[src/common/pms_regs.svh]
// Purpose: Register offsets, field positions and reset values of the power mode selector
// Assumes: APB with 32-bit data, one aligned word per register
// Notes:   Definitions only
`ifndef PMS_REGS_SVH
`define PMS_REGS_SVH

`define PMS_ADDR_W        8
`define PMS_DATA_W        32

`define PMS_OFF_CTRL1     8'h00
`define PMS_OFF_CTRL2     8'h04
`define PMS_OFF_STATUS    8'h08

// power_mgmt_ctrl_one fields
`define PMS_C1_STOP_INSTRUCTION_ENABLE_BIT  0
`define PMS_C1_LOWVOLT_DETECT_ENABLE_BIT   1
`define PMS_C1_LOWVOLT_DETECT_IN_STOP_BIT  2

// power_mgmt_ctrl_two fields
`define PMS_C2_PARTIAL_POWERDOWN_SELECT_BIT   0
`define PMS_C2_LPR_BIT    1
`define PMS_C2_WTFR_BIT   2
`define PMS_C2_ACK_BIT    3
`define PMS_C2_FLAG_BIT   4

// Status fields
`define PMS_ST_MODE_LSB   0
`define PMS_ST_MODE_MSB   2
`define PMS_ST_DBG_BIT    3
`define PMS_ST_FROMLP_BIT 4
`define PMS_ST_HOLD_BIT   5

`define PMS_RST_STOP_INSTRUCTION_ENABLE     1'b0
`define PMS_RST_LOWVOLT_DETECT_ENABLE      1'b0
`define PMS_RST_LOWVOLT_DETECT_IN_STOP     1'b0
`define PMS_RST_PARTIAL_POWERDOWN_SELECT      1'b0
`define PMS_RST_LPR       1'b0
`define PMS_RST_WTFR      1'b0
`define PMS_RST_DBG       1'b0
`define PMS_RST_PINS      2'h3

`endif

[src/common/pms_pkg.sv]
// Purpose: Types shared by the power mode selector files
// Assumes: Nothing beyond the register header
// Notes:   Mode codes are the values seen in the status register
package pms_pkg;

  typedef enum logic [2:0] {
    PMS_M_RUN    = 3'b000,
    PMS_M_LOW_POWER_RUN  = 3'b001,
    PMS_M_WAIT   = 3'b010,
    PMS_M_LOW_POWER_WAIT = 3'b011,
    PMS_M_RETENTION_STOP  = 3'b100,
    PMS_M_PARTIAL_POWERDOWN_STOP  = 3'b101
  } pms_mode_t;

  typedef enum logic [1:0] {
    PMS_REG_FULL   = 2'b00,
    PMS_REG_STBY   = 2'b01,
    PMS_REG_RAISED = 2'b10,
    PMS_REG_PPD    = 2'b11
  } pms_regu_t;

  typedef struct packed {
    pms_mode_t   mode;
    logic        fromLp;
    logic        stop_instruction_enable;
    logic        lowvolt_detect_enable;
    logic        lowvolt_detect_in_stop;
    logic        partial_powerdown_select;
    logic        low_power_run_request;
    logic        wtfr;
    logic        dbg;
    logic        recov;
    logic        ioHold;
    logic        illegalPulse;
    logic        porPulse;
    logic [31:0] rdata;
    logic [1:0]  s1;
    logic [1:0]  s2;
    logic [1:0]  s3;
    logic [1:0]  filt;
  } pms_state_t;

endpackage

[src/common/pms_cfg_if.sv]
// Purpose: Carries control bits to the mode decoder and its verdicts back
// Assumes: Both ends on the same clock
// Notes:   Purely combinational signals
`timescale 1ns/1ps
`default_nettype none
interface pms_cfg_if;
  logic dbgEn;
  logic lowvolt_detect_enable;
  logic lowvolt_detect_in_stop;
  logic low_power_run_request;
  logic partial_powerdown_select;
  logic stop_instruction_enable;
  logic bothLv;
  logic lpAllowed;
  logic stop2Allowed;
  logic stopRegRaised;
  modport ctl (output dbgEn, lowvolt_detect_enable, lowvolt_detect_in_stop, low_power_run_request, partial_powerdown_select, stop_instruction_enable,
               input  bothLv, lpAllowed, stop2Allowed, stopRegRaised);
  modport dec (input  dbgEn, lowvolt_detect_enable, lowvolt_detect_in_stop, low_power_run_request, partial_powerdown_select, stop_instruction_enable,
               output bothLv, lpAllowed, stop2Allowed, stopRegRaised);
endinterface
`default_nettype wire

[src/core/pms_power_mode_selector.sv]
// Purpose: Power mode controller: run, low-power run, wait, low-power wait, two stops
// Assumes: CPU strobes and events are one-cycle pulses on ref_clk; wake pins are async
// Notes:   APB slave with zero wait states; read data is captured in the setup cycle
// What this block does
// - Debug enable or both low-voltage bits keep full run, regulator full on.
// - Low-power run only with all bits right; bypass clock, regulator standby.
// - Wait stops CPU clock; peripherals full speed, or slow in low-power wait.
// - Debug or both low-voltage bits turn a partial powerdown stop into retention.
// - Retention: debug clock per debug bit, regulator raised or standby, refclocks optional.
// - Stop from run with proper bits enters partial powerdown stop.
// - Partial powerdown removes power from all but timer and display driver.
// - Debug enable is written only over the background debug link.
// - Partial powerdown exits only on wake pins low or timer interrupt.
// - Any enabled interrupt wakes retention stop, wait and low-power wait.
// - Partial powerdown exit restarts as from power-on, back to run.
// - Wake-to-full-run clear: low-power wakes return to low-power run.
// - Wake-to-full-run set: interrupts in low-power modes go to full run.
// - Wait from run; interrupt or reset returns from wait to run.
// - Retention stop returns to run on reset or qualifying interrupt.
// - Stop from run enters retention when partial powerdown is not allowed.
// - Stop with stop disabled forces an illegal-opcode reset, no stop.
// - Partial powerdown select and low-power request block each other.
// - Recovery flag and pin latches hold until acknowledge written with 1.
// - Stop in low-power run enters retention stop.
//
// The implementer's own choices: the register addresses and register access over APB.
`timescale 1ns/1ps
`default_nettype none
`include "pms_regs.svh"
module pms_power_mode_selector (
  input  wire logic                   ref_clk,
  input  wire logic                   resetn,
  input  wire logic [`PMS_ADDR_W-1:0] paddr,
  input  wire logic                   psel,
  input  wire logic                   penable,
  input  wire logic                   pwrite,
  input  wire logic [31:0]            pwdata,
  output logic      [31:0]            prdata,
  output logic                        pready,
  output logic                        pslverr,
  input  wire logic                   waitStrobe,
  input  wire logic                   stopStrobe,
  input  wire logic                   irqEvent,
  input  wire logic                   cpuResetEvent,
  input  wire logic                   todIrq,
  input  wire logic                   dbgLinkWrite,
  input  wire logic                   dbgLinkEnable,
  input  wire logic                   wakeResetPinN,
  input  wire logic                   wakeIrqPinN,
  input  wire logic [2:0]             clkGenStopEn,
  output pms_pkg::pms_mode_t          modeState,
  output pms_pkg::pms_regu_t          regState,
  output logic                        cpuClkEn,
  output logic                        periphClkEn,
  output logic                        periphLowSpeed,
  output logic                        clkGenBypassLp,
  output logic                        debugClkEn,
  output logic      [2:0]             refClkKeep,
  output logic                        domainPowerOff,
  output logic                        ioLatchHold,
  output logic                        recoveryFlag,
  output logic                        illegalOpReset,
  output logic                        porRestart
);
  import pms_pkg::*;

  pms_state_t st_reg;
  pms_state_t st_next;
  pms_cfg_if  cfgBus ();

  logic wrAcc;
  logic rdSetup;
  logic ackWrite;
  logic pinWake;
  logic mapped;

  assign cfgBus.dbgEn = st_reg.dbg;
  assign cfgBus.lowvolt_detect_enable  = st_reg.lowvolt_detect_enable;
  assign cfgBus.lowvolt_detect_in_stop = st_reg.lowvolt_detect_in_stop;
  assign cfgBus.low_power_run_request   = st_reg.low_power_run_request;
  assign cfgBus.partial_powerdown_select  = st_reg.partial_powerdown_select;
  assign cfgBus.stop_instruction_enable = st_reg.stop_instruction_enable;

  pms_mode_decode u_decode (
    .cfg (cfgBus.dec)
  );

  assign mapped   = (paddr == `PMS_OFF_CTRL1) || (paddr == `PMS_OFF_CTRL2)
                    || (paddr == `PMS_OFF_STATUS);
  assign wrAcc    = psel & penable & pwrite;
  assign rdSetup  = psel & ~penable & ~pwrite;
  assign ackWrite = wrAcc & (paddr == `PMS_OFF_CTRL2) & pwdata[`PMS_C2_ACK_BIT];
  // Filtered wake pins are active low; timer interrupt wakes as well
  assign pinWake  = ~st_reg.filt[0] | ~st_reg.filt[1] | todIrq;

  assign pready  = 1'b1;
  assign pslverr = psel & penable & ~mapped;
  assign prdata  = st_reg.rdata;

  always_comb begin
    st_next              = st_reg;
    st_next.illegalPulse = 1'b0;
    st_next.porPulse     = 1'b0;
    // Three-stage pin synchroniser; a level counts once stages two and three agree
    st_next.s1 = {wakeIrqPinN, wakeResetPinN};
    st_next.s2 = st_reg.s1;
    st_next.s3 = st_reg.s2;
    for (int i = 0; i < 2; i++) begin
      if (st_reg.s2[i] == st_reg.s3[i]) begin
        st_next.filt[i] = st_reg.s3[i];
      end
    end
    if (dbgLinkWrite) begin
      st_next.dbg = dbgLinkEnable;
    end
    case (st_reg.mode)
      PMS_M_RUN: begin
        if (stopStrobe) begin
          if (!st_reg.stop_instruction_enable) begin
            st_next.illegalPulse = 1'b1;
          end else if (cfgBus.stop2Allowed) begin
            st_next.mode   = PMS_M_PARTIAL_POWERDOWN_STOP;
            st_next.ioHold = 1'b1;
          end else begin
            st_next.mode   = PMS_M_RETENTION_STOP;
            st_next.fromLp = 1'b0;
          end
        end else if (waitStrobe) begin
          st_next.mode = PMS_M_WAIT;
        end else if (cfgBus.lpAllowed) begin
          st_next.mode = PMS_M_LOW_POWER_RUN;
        end
      end
      PMS_M_LOW_POWER_RUN: begin
        if (cpuResetEvent || !cfgBus.lpAllowed) begin
          st_next.mode = PMS_M_RUN;
        end else if (irqEvent && st_reg.wtfr) begin
          st_next.mode = PMS_M_RUN;
          st_next.low_power_run_request  = 1'b0;
        end else if (stopStrobe) begin
          if (!st_reg.stop_instruction_enable) begin
            st_next.illegalPulse = 1'b1;
          end else begin
            st_next.mode   = PMS_M_RETENTION_STOP;
            st_next.fromLp = 1'b1;
          end
        end else if (waitStrobe) begin
          st_next.mode = PMS_M_LOW_POWER_WAIT;
        end
      end
      PMS_M_WAIT: begin
        if (irqEvent || cpuResetEvent) begin
          st_next.mode = PMS_M_RUN;
        end
      end
      PMS_M_LOW_POWER_WAIT: begin
        if (cpuResetEvent) begin
          st_next.mode = PMS_M_RUN;
        end else if (irqEvent) begin
          if (st_reg.wtfr) begin
            st_next.mode = PMS_M_RUN;
            st_next.low_power_run_request  = 1'b0;
          end else begin
            st_next.mode = PMS_M_LOW_POWER_RUN;
          end
        end
      end
      PMS_M_RETENTION_STOP: begin
        if (cpuResetEvent) begin
          st_next.mode = PMS_M_RUN;
        end else if (irqEvent) begin
          if (st_reg.fromLp && !st_reg.wtfr) begin
            st_next.mode = PMS_M_LOW_POWER_RUN;
          end else begin
            st_next.mode = PMS_M_RUN;
            st_next.low_power_run_request  = st_reg.low_power_run_request & ~st_reg.fromLp;
          end
        end
      end
      PMS_M_PARTIAL_POWERDOWN_STOP: begin
        if (pinWake) begin
          st_next.mode     = PMS_M_RUN;
          st_next.porPulse = 1'b1;
        end
      end
      default: begin
        st_next.mode = PMS_M_RUN;
      end
    endcase
    if (wrAcc && paddr == `PMS_OFF_CTRL1) begin
      st_next.stop_instruction_enable = pwdata[`PMS_C1_STOP_INSTRUCTION_ENABLE_BIT];
      st_next.lowvolt_detect_enable  = pwdata[`PMS_C1_LOWVOLT_DETECT_ENABLE_BIT];
      st_next.lowvolt_detect_in_stop = pwdata[`PMS_C1_LOWVOLT_DETECT_IN_STOP_BIT];
    end
    if (wrAcc && paddr == `PMS_OFF_CTRL2) begin
      st_next.wtfr = pwdata[`PMS_C2_WTFR_BIT];
      st_next.partial_powerdown_select = pwdata[`PMS_C2_PARTIAL_POWERDOWN_SELECT_BIT] & ~st_reg.low_power_run_request;
      st_next.low_power_run_request  = pwdata[`PMS_C2_LPR_BIT] & ~st_reg.partial_powerdown_select
                     & ~(pwdata[`PMS_C2_PARTIAL_POWERDOWN_SELECT_BIT] & ~st_reg.low_power_run_request);
    end
    if (ackWrite) begin
      st_next.recov  = 1'b0;
      st_next.ioHold = 1'b0;
    end
    // A wake in the same cycle as an acknowledge keeps the flag set
    if (st_reg.mode == PMS_M_PARTIAL_POWERDOWN_STOP && pinWake) begin
      st_next.recov  = 1'b1;
      st_next.ioHold = 1'b1;
    end
    if (rdSetup) begin
      st_next.rdata = 32'h0;
      case (paddr)
        `PMS_OFF_CTRL1: begin
          st_next.rdata[`PMS_C1_STOP_INSTRUCTION_ENABLE_BIT] = st_reg.stop_instruction_enable;
          st_next.rdata[`PMS_C1_LOWVOLT_DETECT_ENABLE_BIT]  = st_reg.lowvolt_detect_enable;
          st_next.rdata[`PMS_C1_LOWVOLT_DETECT_IN_STOP_BIT] = st_reg.lowvolt_detect_in_stop;
        end
        `PMS_OFF_CTRL2: begin
          st_next.rdata[`PMS_C2_PARTIAL_POWERDOWN_SELECT_BIT] = st_reg.partial_powerdown_select;
          st_next.rdata[`PMS_C2_LPR_BIT]  = st_reg.low_power_run_request;
          st_next.rdata[`PMS_C2_WTFR_BIT] = st_reg.wtfr;
          st_next.rdata[`PMS_C2_FLAG_BIT] = st_reg.recov;
        end
        `PMS_OFF_STATUS: begin
          st_next.rdata[`PMS_ST_MODE_MSB:`PMS_ST_MODE_LSB] = st_reg.mode;
          st_next.rdata[`PMS_ST_DBG_BIT]    = st_reg.dbg;
          st_next.rdata[`PMS_ST_FROMLP_BIT] = st_reg.fromLp;
          st_next.rdata[`PMS_ST_HOLD_BIT]   = st_reg.ioHold;
        end
        default: begin
          st_next.rdata = 32'h0;
        end
      endcase
    end
  end

  always_ff @(posedge ref_clk) begin
    if (!resetn) begin
      st_reg              <= '0;
      st_reg.mode         <= PMS_M_RUN;
      st_reg.stop_instruction_enable        <= `PMS_RST_STOP_INSTRUCTION_ENABLE;
      st_reg.lowvolt_detect_enable         <= `PMS_RST_LOWVOLT_DETECT_ENABLE;
      st_reg.lowvolt_detect_in_stop        <= `PMS_RST_LOWVOLT_DETECT_IN_STOP;
      st_reg.partial_powerdown_select         <= `PMS_RST_PARTIAL_POWERDOWN_SELECT;
      st_reg.low_power_run_request          <= `PMS_RST_LPR;
      st_reg.wtfr         <= `PMS_RST_WTFR;
      st_reg.dbg          <= `PMS_RST_DBG;
      st_reg.s1           <= `PMS_RST_PINS;
      st_reg.s2           <= `PMS_RST_PINS;
      st_reg.s3           <= `PMS_RST_PINS;
      st_reg.filt         <= `PMS_RST_PINS;
    end else begin
      st_reg <= st_next;
    end
  end

  // Gating and regulator per mode
  always_comb begin
    cpuClkEn       = 1'b0;
    periphClkEn    = 1'b0;
    periphLowSpeed = 1'b0;
    clkGenBypassLp = 1'b0;
    debugClkEn     = 1'b0;
    refClkKeep     = 3'h7;
    domainPowerOff = 1'b0;
    regState       = PMS_REG_FULL;
    case (st_reg.mode)
      PMS_M_RUN: begin
        cpuClkEn    = 1'b1;
        periphClkEn = 1'b1;
        debugClkEn  = st_reg.dbg;
      end
      PMS_M_LOW_POWER_RUN: begin
        cpuClkEn       = 1'b1;
        periphClkEn    = 1'b1;
        periphLowSpeed = 1'b1;
        clkGenBypassLp = 1'b1;
        regState       = PMS_REG_STBY;
      end
      PMS_M_WAIT: begin
        periphClkEn = 1'b1;
        debugClkEn  = st_reg.dbg;
      end
      PMS_M_LOW_POWER_WAIT: begin
        periphClkEn    = 1'b1;
        periphLowSpeed = 1'b1;
        clkGenBypassLp = 1'b1;
        regState       = PMS_REG_STBY;
      end
      PMS_M_RETENTION_STOP: begin
        debugClkEn = st_reg.dbg;
        refClkKeep = clkGenStopEn;
        regState   = cfgBus.stopRegRaised ? PMS_REG_RAISED : PMS_REG_STBY;
      end
      PMS_M_PARTIAL_POWERDOWN_STOP: begin
        // Only the timer and display driver stay powered; oscillator optional
        domainPowerOff = 1'b1;
        refClkKeep     = {clkGenStopEn[2], 2'b00};
        regState       = PMS_REG_PPD;
      end
      default: begin
        regState = PMS_REG_FULL;
      end
    endcase
  end

  assign modeState      = st_reg.mode;
  assign ioLatchHold    = st_reg.ioHold;
  assign recoveryFlag   = st_reg.recov;
  assign illegalOpReset = st_reg.illegalPulse;
  assign porRestart     = st_reg.porPulse;

  a_partial_powerdown_stop_entry: assert property (@(posedge ref_clk) disable iff (!resetn)
    (st_reg.mode == PMS_M_RUN && stopStrobe && cfgBus.stop2Allowed)
    |=> (modeState == PMS_M_PARTIAL_POWERDOWN_STOP && regState == PMS_REG_PPD && domainPowerOff))
    else $error("stop did not reach partial powerdown");
  a_retention_stop_redirect: assert property (@(posedge ref_clk) disable iff (!resetn)
    (st_reg.mode == PMS_M_RUN && stopStrobe && st_reg.stop_instruction_enable && st_reg.partial_powerdown_select
     && (st_reg.dbg || (st_reg.lowvolt_detect_enable && st_reg.lowvolt_detect_in_stop)))
    |=> modeState == PMS_M_RETENTION_STOP)
    else $error("partial powerdown not redirected to retention");
  a_illegal_stop: assert property (@(posedge ref_clk) disable iff (!resetn)
    ((st_reg.mode == PMS_M_RUN || st_reg.mode == PMS_M_LOW_POWER_RUN) && stopStrobe && !st_reg.stop_instruction_enable)
    |=> (illegalOpReset && modeState != PMS_M_RETENTION_STOP && modeState != PMS_M_PARTIAL_POWERDOWN_STOP)
        ##1 !illegalOpReset)
    else $error("disabled stop not turned into illegal reset");
  a_run_to_wait: assert property (@(posedge ref_clk) disable iff (!resetn)
    (st_reg.mode == PMS_M_RUN && waitStrobe && !stopStrobe)
    |=> (modeState == PMS_M_WAIT && !cpuClkEn && periphClkEn && !periphLowSpeed))
    else $error("wait from run went wrong");
  a_wait_exit: assert property (@(posedge ref_clk) disable iff (!resetn)
    (st_reg.mode == PMS_M_WAIT && (irqEvent || cpuResetEvent)) |=> modeState == PMS_M_RUN)
    else $error("wait not left on interrupt or reset");
  a_partial_powerdown_stop_hold: assert property (@(posedge ref_clk) disable iff (!resetn)
    (st_reg.mode == PMS_M_PARTIAL_POWERDOWN_STOP && !pinWake) |=> modeState == PMS_M_PARTIAL_POWERDOWN_STOP)
    else $error("partial powerdown left without wake");
  a_partial_powerdown_stop_wake: assert property (@(posedge ref_clk) disable iff (!resetn)
    (st_reg.mode == PMS_M_PARTIAL_POWERDOWN_STOP && pinWake)
    |=> (modeState == PMS_M_RUN && porRestart && recoveryFlag && ioLatchHold)
        ##1 !porRestart)
    else $error("partial powerdown wake sequence wrong");
  a_flag_hold: assert property (@(posedge ref_clk) disable iff (!resetn)
    (st_reg.recov && !ackWrite) |=> $stable(recoveryFlag) && ioLatchHold)
    else $error("recovery flag dropped without acknowledge");
  a_low_power_wait_back: assert property (@(posedge ref_clk) disable iff (!resetn)
    (st_reg.mode == PMS_M_LOW_POWER_WAIT && irqEvent && !cpuResetEvent && !st_reg.wtfr)
    |=> modeState == PMS_M_LOW_POWER_RUN)
    else $error("low-power wait did not return to low-power run");
  a_lp_full_wake: assert property (@(posedge ref_clk) disable iff (!resetn)
    ((st_reg.mode == PMS_M_LOW_POWER_WAIT || st_reg.mode == PMS_M_LOW_POWER_RUN) && irqEvent && st_reg.wtfr)
    |=> (modeState == PMS_M_RUN && !st_reg.low_power_run_request))
    else $error("interrupt did not force full run");
  a_lp_clocks: assert property (@(posedge ref_clk) disable iff (!resetn)
    (modeState == PMS_M_LOW_POWER_RUN)
    |-> (clkGenBypassLp && regState == PMS_REG_STBY && $past(cfgBus.lpAllowed)))
    else $error("low-power run without its conditions");
  a_dbg_full_run: assert property (@(posedge ref_clk) disable iff (!resetn)
    (st_reg.dbg [*2]) |-> (modeState != PMS_M_LOW_POWER_RUN && modeState != PMS_M_LOW_POWER_WAIT))
    else $error("low-power mode while debugging");
  a_mutex_bits: assert property (@(posedge ref_clk) disable iff (!resetn)
    !(st_reg.low_power_run_request && st_reg.partial_powerdown_select))
    else $error("both low-power request and powerdown select set");
  a_retention_stop_wake: assert property (@(posedge ref_clk) disable iff (!resetn)
    (st_reg.mode == PMS_M_RETENTION_STOP && (cpuResetEvent || (irqEvent && !st_reg.fromLp)))
    |=> (modeState == PMS_M_RUN && cpuClkEn))
    else $error("retention stop did not return to run");

endmodule // pms_power_mode_selector
`default_nettype wire

[src/core/pms_mode_decode.sv]
// Purpose: Decodes the control bits into the modes that may be entered
// Assumes: Inputs come from registers on the same clock
// Notes:   No state
`timescale 1ns/1ps
`default_nettype none
module pms_mode_decode (
  pms_cfg_if.dec cfg
);
  import pms_pkg::*;

  assign cfg.bothLv        = cfg.lowvolt_detect_enable & cfg.lowvolt_detect_in_stop;
  // Debug or stop-mode voltage detection pins the device to full run
  assign cfg.lpAllowed     = ~cfg.dbgEn & ~cfg.bothLv & cfg.low_power_run_request & ~cfg.partial_powerdown_select;
  // Otherwise stop lands in retention stop
  assign cfg.stop2Allowed  = cfg.stop_instruction_enable & ~cfg.dbgEn & ~cfg.bothLv
                             & ~cfg.low_power_run_request & cfg.partial_powerdown_select;
  assign cfg.stopRegRaised = cfg.bothLv | cfg.dbgEn;

endmodule // pms_mode_decode
`default_nettype wire

[config.mk]
export PLATFORM = sky130hd
export DESIGN_NAME = pms_power_mode_selector
export DESIGN_NICKNAME = d
export VERILOG_FILES = /design/src/common/pms_pkg.sv /design/src/common/pms_cfg_if.sv /design/src/core/pms_power_mode_selector.sv /design/src/core/pms_mode_decode.sv
export VERILOG_INCLUDE_DIRS = /design/src /design/src/common
export SDC_FILE = /design/constraint.sdc
export NUM_CORES = 1
export LEC_CHECK = 0
export BUFFER_PORTS_ARGS = -buffer_cell sky130_fd_sc_hd__buf_2
export CAP_MARGIN = 20
export CORE_ASPECT_RATIO = 0.6
export CORE_MARGIN = 10
export CORE_UTILIZATION = 44
export DETAILED_ROUTE_END_ITERATION = 16
export PLACE_DENSITY = 0.8
export SLEW_MARGIN = 20
export SYNTH_ARGS = -nofsm -noshare
export SYNTH_HDL_FRONTEND = slang
export SYNTH_SLANG_ARGS = --single-unit
[constraint.sdc]
create_clock -name ref_clk -period 1.84 [get_ports ref_clk]
set_input_delay 0.092 -clock ref_clk [delete_from_list [all_inputs] [get_ports ref_clk]]
set_output_delay 0.092 -clock ref_clk [all_outputs]
set_load 0.005 [all_outputs]
# ---- Word level (Yosys, flattened, before mapping)
# Cells that the tools add are included.
dict set report totals {
  ff_bits 29
  inputBits 57
  out_inout_bits 52
}
dict set report op_classes {
  eq_ne 32
  n_mux 59
  bitwise_logic 33
  n_reduce_logical 29
}
# operator count
set op_table {}
lappend op_table {{3-bit two-way mux} 13}
lappend op_table {{3-bit inequality test (second input constant)} 11}
lappend op_table {{1-bit two-way mux} 31}
lappend op_table {{1-bit bitwise AND} 19}
lappend op_table {{2-bit inequality test (second input constant)} 9}
lappend op_table {{3-bit one-hot mux with 6 select lines} 1}
lappend op_table {{8-bit AND reduction} 2}
lappend op_table {{3-bit nonzero test} 4}
lappend op_table {{1-bit NOT} 11}
lappend op_table {{2-bit two-way mux} 5}
lappend op_table {{5-bit inequality test (second input constant)} 2}
lappend op_table {{3-bit one-hot mux with 3 select lines} 1}
lappend op_table {{9-bit AND reduction} 1}
lappend op_table {{8-bit by 3-bit equality test with 1-bit output (second input constant)} 1}
lappend op_table {{8-bit by 4-bit equality test with 1-bit output (second input constant)} 1}
lappend op_table {{8-bit zero test} 1}
lappend op_table {{4-bit two-way mux} 2}
lappend op_table {{3-bit by 2-bit equality test with 1-bit output (second input constant)} 2}
lappend op_table {{3-bit equality test (second input constant)} 2}
lappend op_table {{1-bit one-hot mux with 2 select lines} 3}
lappend op_table {{2-bit one-hot mux with 3 select lines} 1}
lappend op_table {{3-bit one-hot mux with 2 select lines} 1}
lappend op_table {{1-bit logical AND} 5}
lappend op_table {{1-bit logical OR} 4}
lappend op_table {{14 further kinds} 20}

# ---- Depth between registers and ports, before layout
dict set report depth {
  ltp_word 11
  depth_mapped 7
}

# ---- Modules after synthesis
# A second synthesis with hierarchy kept.
dict set report hier_totals {
  cells_unflattened 220
  area_unflattened_um2 1840.5
}
# mod n_inst cells_each area_each_um2 seq_area_each_um2
set modules_own_cells {}
lappend modules_own_cells {pms_power_mode_selector 1 215 1800.5 580.6}
lappend modules_own_cells {pms_mode_decode 1 5 40.0 0.0}

# ---- Least setup slack after synthesis
# Ideal clock, no wire load.
dict set report synth_timing {
  kind {reg-to-reg}
  start {register cfgBus.lowvolt_detect_enable (netlist name)}
  end {register st_reg, in the netlist modeState[0]}
  setup_time_ps 72
  t_arrival_ps 1303
  path_slack_ps 465
  stages_incl_launch_ff 6
  path_buffers 0
  cell_sequence {dfxtp_1 -> a21o_1 -> nor4b_2 -> o21ai_1 -> a311oi_2 -> mux2i_1}
}
dict set report synth_via {
  elab_chain_len 9
  word_cells_on_any_way 19
  classes_between {eq/ne: 3; mux: 5; bitwise: 8; reduce/logical: 3}
}
# item line
set synth_lines {}
lappend synth_lines {{1-bit bitwise AND (*)} pms_mode_decode.sv:11} ;# assign cfg.bothLv = cfg.lowvolt_detect_enable & cfg.lowvolt_detect_in_stop;
lappend synth_lines {{1-bit NOT (*)} {pms_mode_decode.sv:13, pms_mode_decode.sv:15}}
lappend synth_lines {{1-bit bitwise AND, on equally long branches} {pms_mode_decode.sv:15, pms_mode_decode.sv:13}}
lappend synth_lines {{1-bit bitwise AND, on equally long branches (2 in series)} {pms_mode_decode.sv:16, pms_mode_decode.sv:13}}
lappend synth_lines {{1-bit two-way mux or 1-bit zero test (tied branches)} {pms_power_mode_selector.sv:121, pms_power_mode_selector.sv:135}}
lappend synth_lines {{4-bit two-way mux or 1-bit logical OR (tied branches)} {pms_power_mode_selector.sv:119, pms_power_mode_selector.sv:135}}
lappend synth_lines {{3-bit two-way mux (tied with other cells)} pms_power_mode_selector.sv:118} ;# if (stopStrobe) begin
lappend synth_lines {{3-bit one-hot mux with 6 select lines or 8-bit AND reduction (tied branches)} -}
lappend synth_lines {{end signal, assigned} pms_power_mode_selector.sv:253} ;# st_reg <= st_next;
lappend synth_lines {{end, declared} pms_power_mode_selector.sv:67} ;# pms_state_t st_reg;
# Every way passes the cells marked *; elsewhere a longest branch is shown, timed or not. The select of a mux whose other input is x is not followed.
# A chain may end at the register's enable or synchronous reset.

# ---- Worst setup path in the final report
dict set report layout_timing {
  start {register st_reg, in the netlist modeState[1]}
  end {register st_reg, in the netlist modeState[2]}
}
dict set report layout_via {
  elab_chain_len 3
  word_cells_on_any_way 16
  classes_between {eq/ne: 13; mux: 1; reduce/logical: 2}
}
# item line
set layout_lines {}
lappend layout_lines {{3-bit by 1-bit equality test with 1-bit output (tied with other cells)} pms_power_mode_selector.sv:116} ;# case (st_reg.mode)
lappend layout_lines {{5-bit inequality test (no line) (tied with other cells)} -}
lappend layout_lines {{8-bit AND reduction (no line)} -}
# Several ways; a longest one is shown, not always the timed one.

==> impl_metrics.json <==
{
  "outcome": "complete, no violations",
  "synth_cell_types": 51,
  "vias": 1592,
  "port_buffers": 53,
  "antenna_cells": 0,
  "dpl.cell_count": 317,
  "overflow": 0,
  "skew_ns": 0.00560,
  "finalPower_mw": 1.57,
  "syn_inst": 222,
  "clk_pin_slew_ns": 0.06,
  "period_minus_slack_ns": 1.64,
  "cts_root_buf": "clkbuf_8",
  "finalSetupTns_ns": 0,
  "fp-row-count": 18,
  "switching_share": 0.253,
  "antenna_found_initial": 0,
  "ir_drop_mv": 0.456,
  "criticalPathCategory": "reg -> reg",
  "ys.flop_type": "dfxtp_1",
  "critPathMaxFanout": 14,
  "async_flop_share": 0,
  "crit_start": "modeState[1]",
  "pwr-share-seq": 0.422,
  "grt_pass1_vias": 1471,
  "grt_util_all_layers": 0.124,
  "synth-seq-area-share": 0.310,
  "die_h_um": 70.5,
  "fmax_mhz": 610,
  "coreArea_sq_um": 4100,
  "leakage_nw": 0.994,
  "crit_path_cell_trace": "inv_1, nor4_1, a311oi_2, a22o_1",
  "initial_core_util": 0.457,
  "syn_avg_cell_area_sq_um": 8.44,
  "arrival_ns": 1.82,
  "slowest_stage": "dfxtp_1",
  "clockPowerShare": 0.444,
  "die_area_sq_um": 7350,
  "syn-cell-area_sq_um": 1870,
  "cts_buffer_depth": 2,
  "min_path_type": "in -> reg",
  "vias_per_cell": 4.87,
  "cts_made_buffers": 5,
  "cts_setup_buffers": 0,
  "wl_per_cell_um": 14.5,
  "ant_nets": 0,
  "num-fill-cells": 420,
  "htree_levels": 2,
  "max_stage_delay_ns": 0.64,
  "drtIter0Drc": 81,
  "cts_tree": "done",
  "slew_violations": 0,
  "ioPinCount": 109,
  "firstDrtPassIters": 4,
  "hold_violations": 0,
  "worst_hold_startpoint": "dbgLinkEnable",
  "end_kind": "flip-flop",
  "fin_crit_sh": 0.891,
  "die_w_um": 104,
  "rsz0062_at_grt": "false",
  "power_switching_mw": 0.396,
  "finalWirelength_um": 4740,
  "mostFrequentLayoutCell": "buf_2",
  "synth_edf_count": 0,
  "relSlewSlack": 0.656,
  "area_growth_syn_to_layout_pct": 14.3,
  "hold_slack_ns": 0.0654,
  "r2r_slack_ns": 0.20,
  "cap_viol_max_count": 0,
  "grt_pass1_wl_um": 7510,
  "ys_ff_latch": 29,
  "grt_max_degree": 33,
  "startpoint_type": "flip-flop",
  "finalWeightedCongestion": 0.824,
  "final_nets": 323,
  "stdcell_count": 327,
  "insertion_delay_ns": 0.29,
  "drc": 0,
  "r2r-start": "modeState[1]",
  "p_int_mw": 1.17,
  "setup_violations": 0,
  "power_density_nw_per_um2": 732,
  "worst_pin_slew_ns": 0.516,
  "combPwrFrac": 0.134,
  "layout-drive-gt1-share": 0.285,
  "hpwl_um": 3720,
  "yosys_warnings": 0,
  "clock-sinks": 29,
  "final_cell_mix": "buf_2, dfxtp_1, conb_1",
  "required_ns": 2.02
}
## routing by layer
metal / routed length, um / GRT usage
met4: 69 / 0.0522
met5: 0 / 0
met3: 455 / 0.0579
met1: 2160 / 0.153
met2: 2060 / 0.183
## kinds of logic (layout without fill, tap and decap cells)
group | Yosys count | count (layout) | share of synthesized area
compound gates | 50 | 50 | 0.180
buf+inv | 54 | 74 | 0.188
mux | 9 | 9 | 0.0481
simple gates | 78 | 78 | 0.270
other cells | 2 | 27 | 0.00401
flops | 29 | 29 | 0.310
## layout make-up
cell class              count  area, sq um  share of cell area
flip-flops and latches     29          582               0.272
well taps                  60         75.1              0.0351
clock buffers               6         82.6              0.0386
clock inverters             2         37.5              0.0175
inverters                  10         37.5              0.0175
multi-input cells         164         1030               0.483
repair buffers             56          293               0.137
## metrics by stage
step                      cell area (sq um)  setup slack [ns]   util
final                                  2140             0.201  0.522
after global routing                   2140            0.0712  0.522
after CTS                              2140             0.119  0.522
after detailed placement               2000             0.233  0.488
after global placement                 2000             0.186  0.488
after floorplan                        1970             0.465      -
## Yosys cell counts, types with 2 or more instances
master / n / area share
buf_4: 39 / 0.16
dfxtp_1: 29 / 0.31
nand2_1: 14 / 0.028
nor2b_1: 14 / 0.047
a21oi_1: 11 / 0.029
nor2_1: 11 / 0.022
inv_1: 10 / 0.020
o21ai_0: 10 / 0.027
mux2i_1: 9 / 0.048
nand2b_1: 9 / 0.030
a21boi_1: 4 / 0.016
a22oi_1: 4 / 0.016
nor3_1: 4 / 0.011
buf_2: 3 / 0.0080
nand3_1: 3 / 0.0080
a22o_1: 2 / 0.0094
a31oi_1: 2 / 0.0067
and2_1: 2 / 0.0067
and3_1: 2 / 0.0067
clkbuf_1: 2 / 0.0040
conb_1: 2 / 0.0040
nand4_4: 2 / 0.023
nor3b_1: 2 / 0.0080
nor3b_2: 2 / 0.013
o21a_1: 2 / 0.0080
o21ai_1: 2 / 0.0053
o21bai_1: 2 / 0.0080
## critical path, delay by kind of cell (launching register included)
family / cells / cell delay, ns
AO/OA/AOI/OAI: 2 / 0.33
buffers and inverters: 1 / 0.12
flip-flops: 1 / 0.64
AND/OR/NAND/NOR: 1 / 0.44
## power groups by stage
stage / registers (mW) / clock network [mW] / logic (mW)
after floorplan: 0.663 / 0 / 0.179
after global placement: 0.674 / 0 / 0.200
after detailed placement: 0.675 / 0 / 0.203
after CTS: 0.660 / 0.712 / 0.207
after global routing: 0.664 / 0.740 / 0.235
final: 0.661 / 0.695 / 0.210
## final timing paths
| check | endpoint | cells after the start |
|---|---|---|
| setup / recovery | modeState[2] | 4 |
| hold / removal | cfgBus.dbgEn | 3 |
| setup reg to reg | modeState[2] | 4 |
| hold reg to reg | st_next[2] | 1 |
## what timing repair did
| item | CTS | global route |
|---|---|---|
| hold endpoints to repair | 2 | 0 |
| gates resized for setup | 0 | 1 |
| endpoints found under the setup margin | 0 | 1 |
| hold buffers | 2 | 0 |
(Power assumes the default switching activity.)
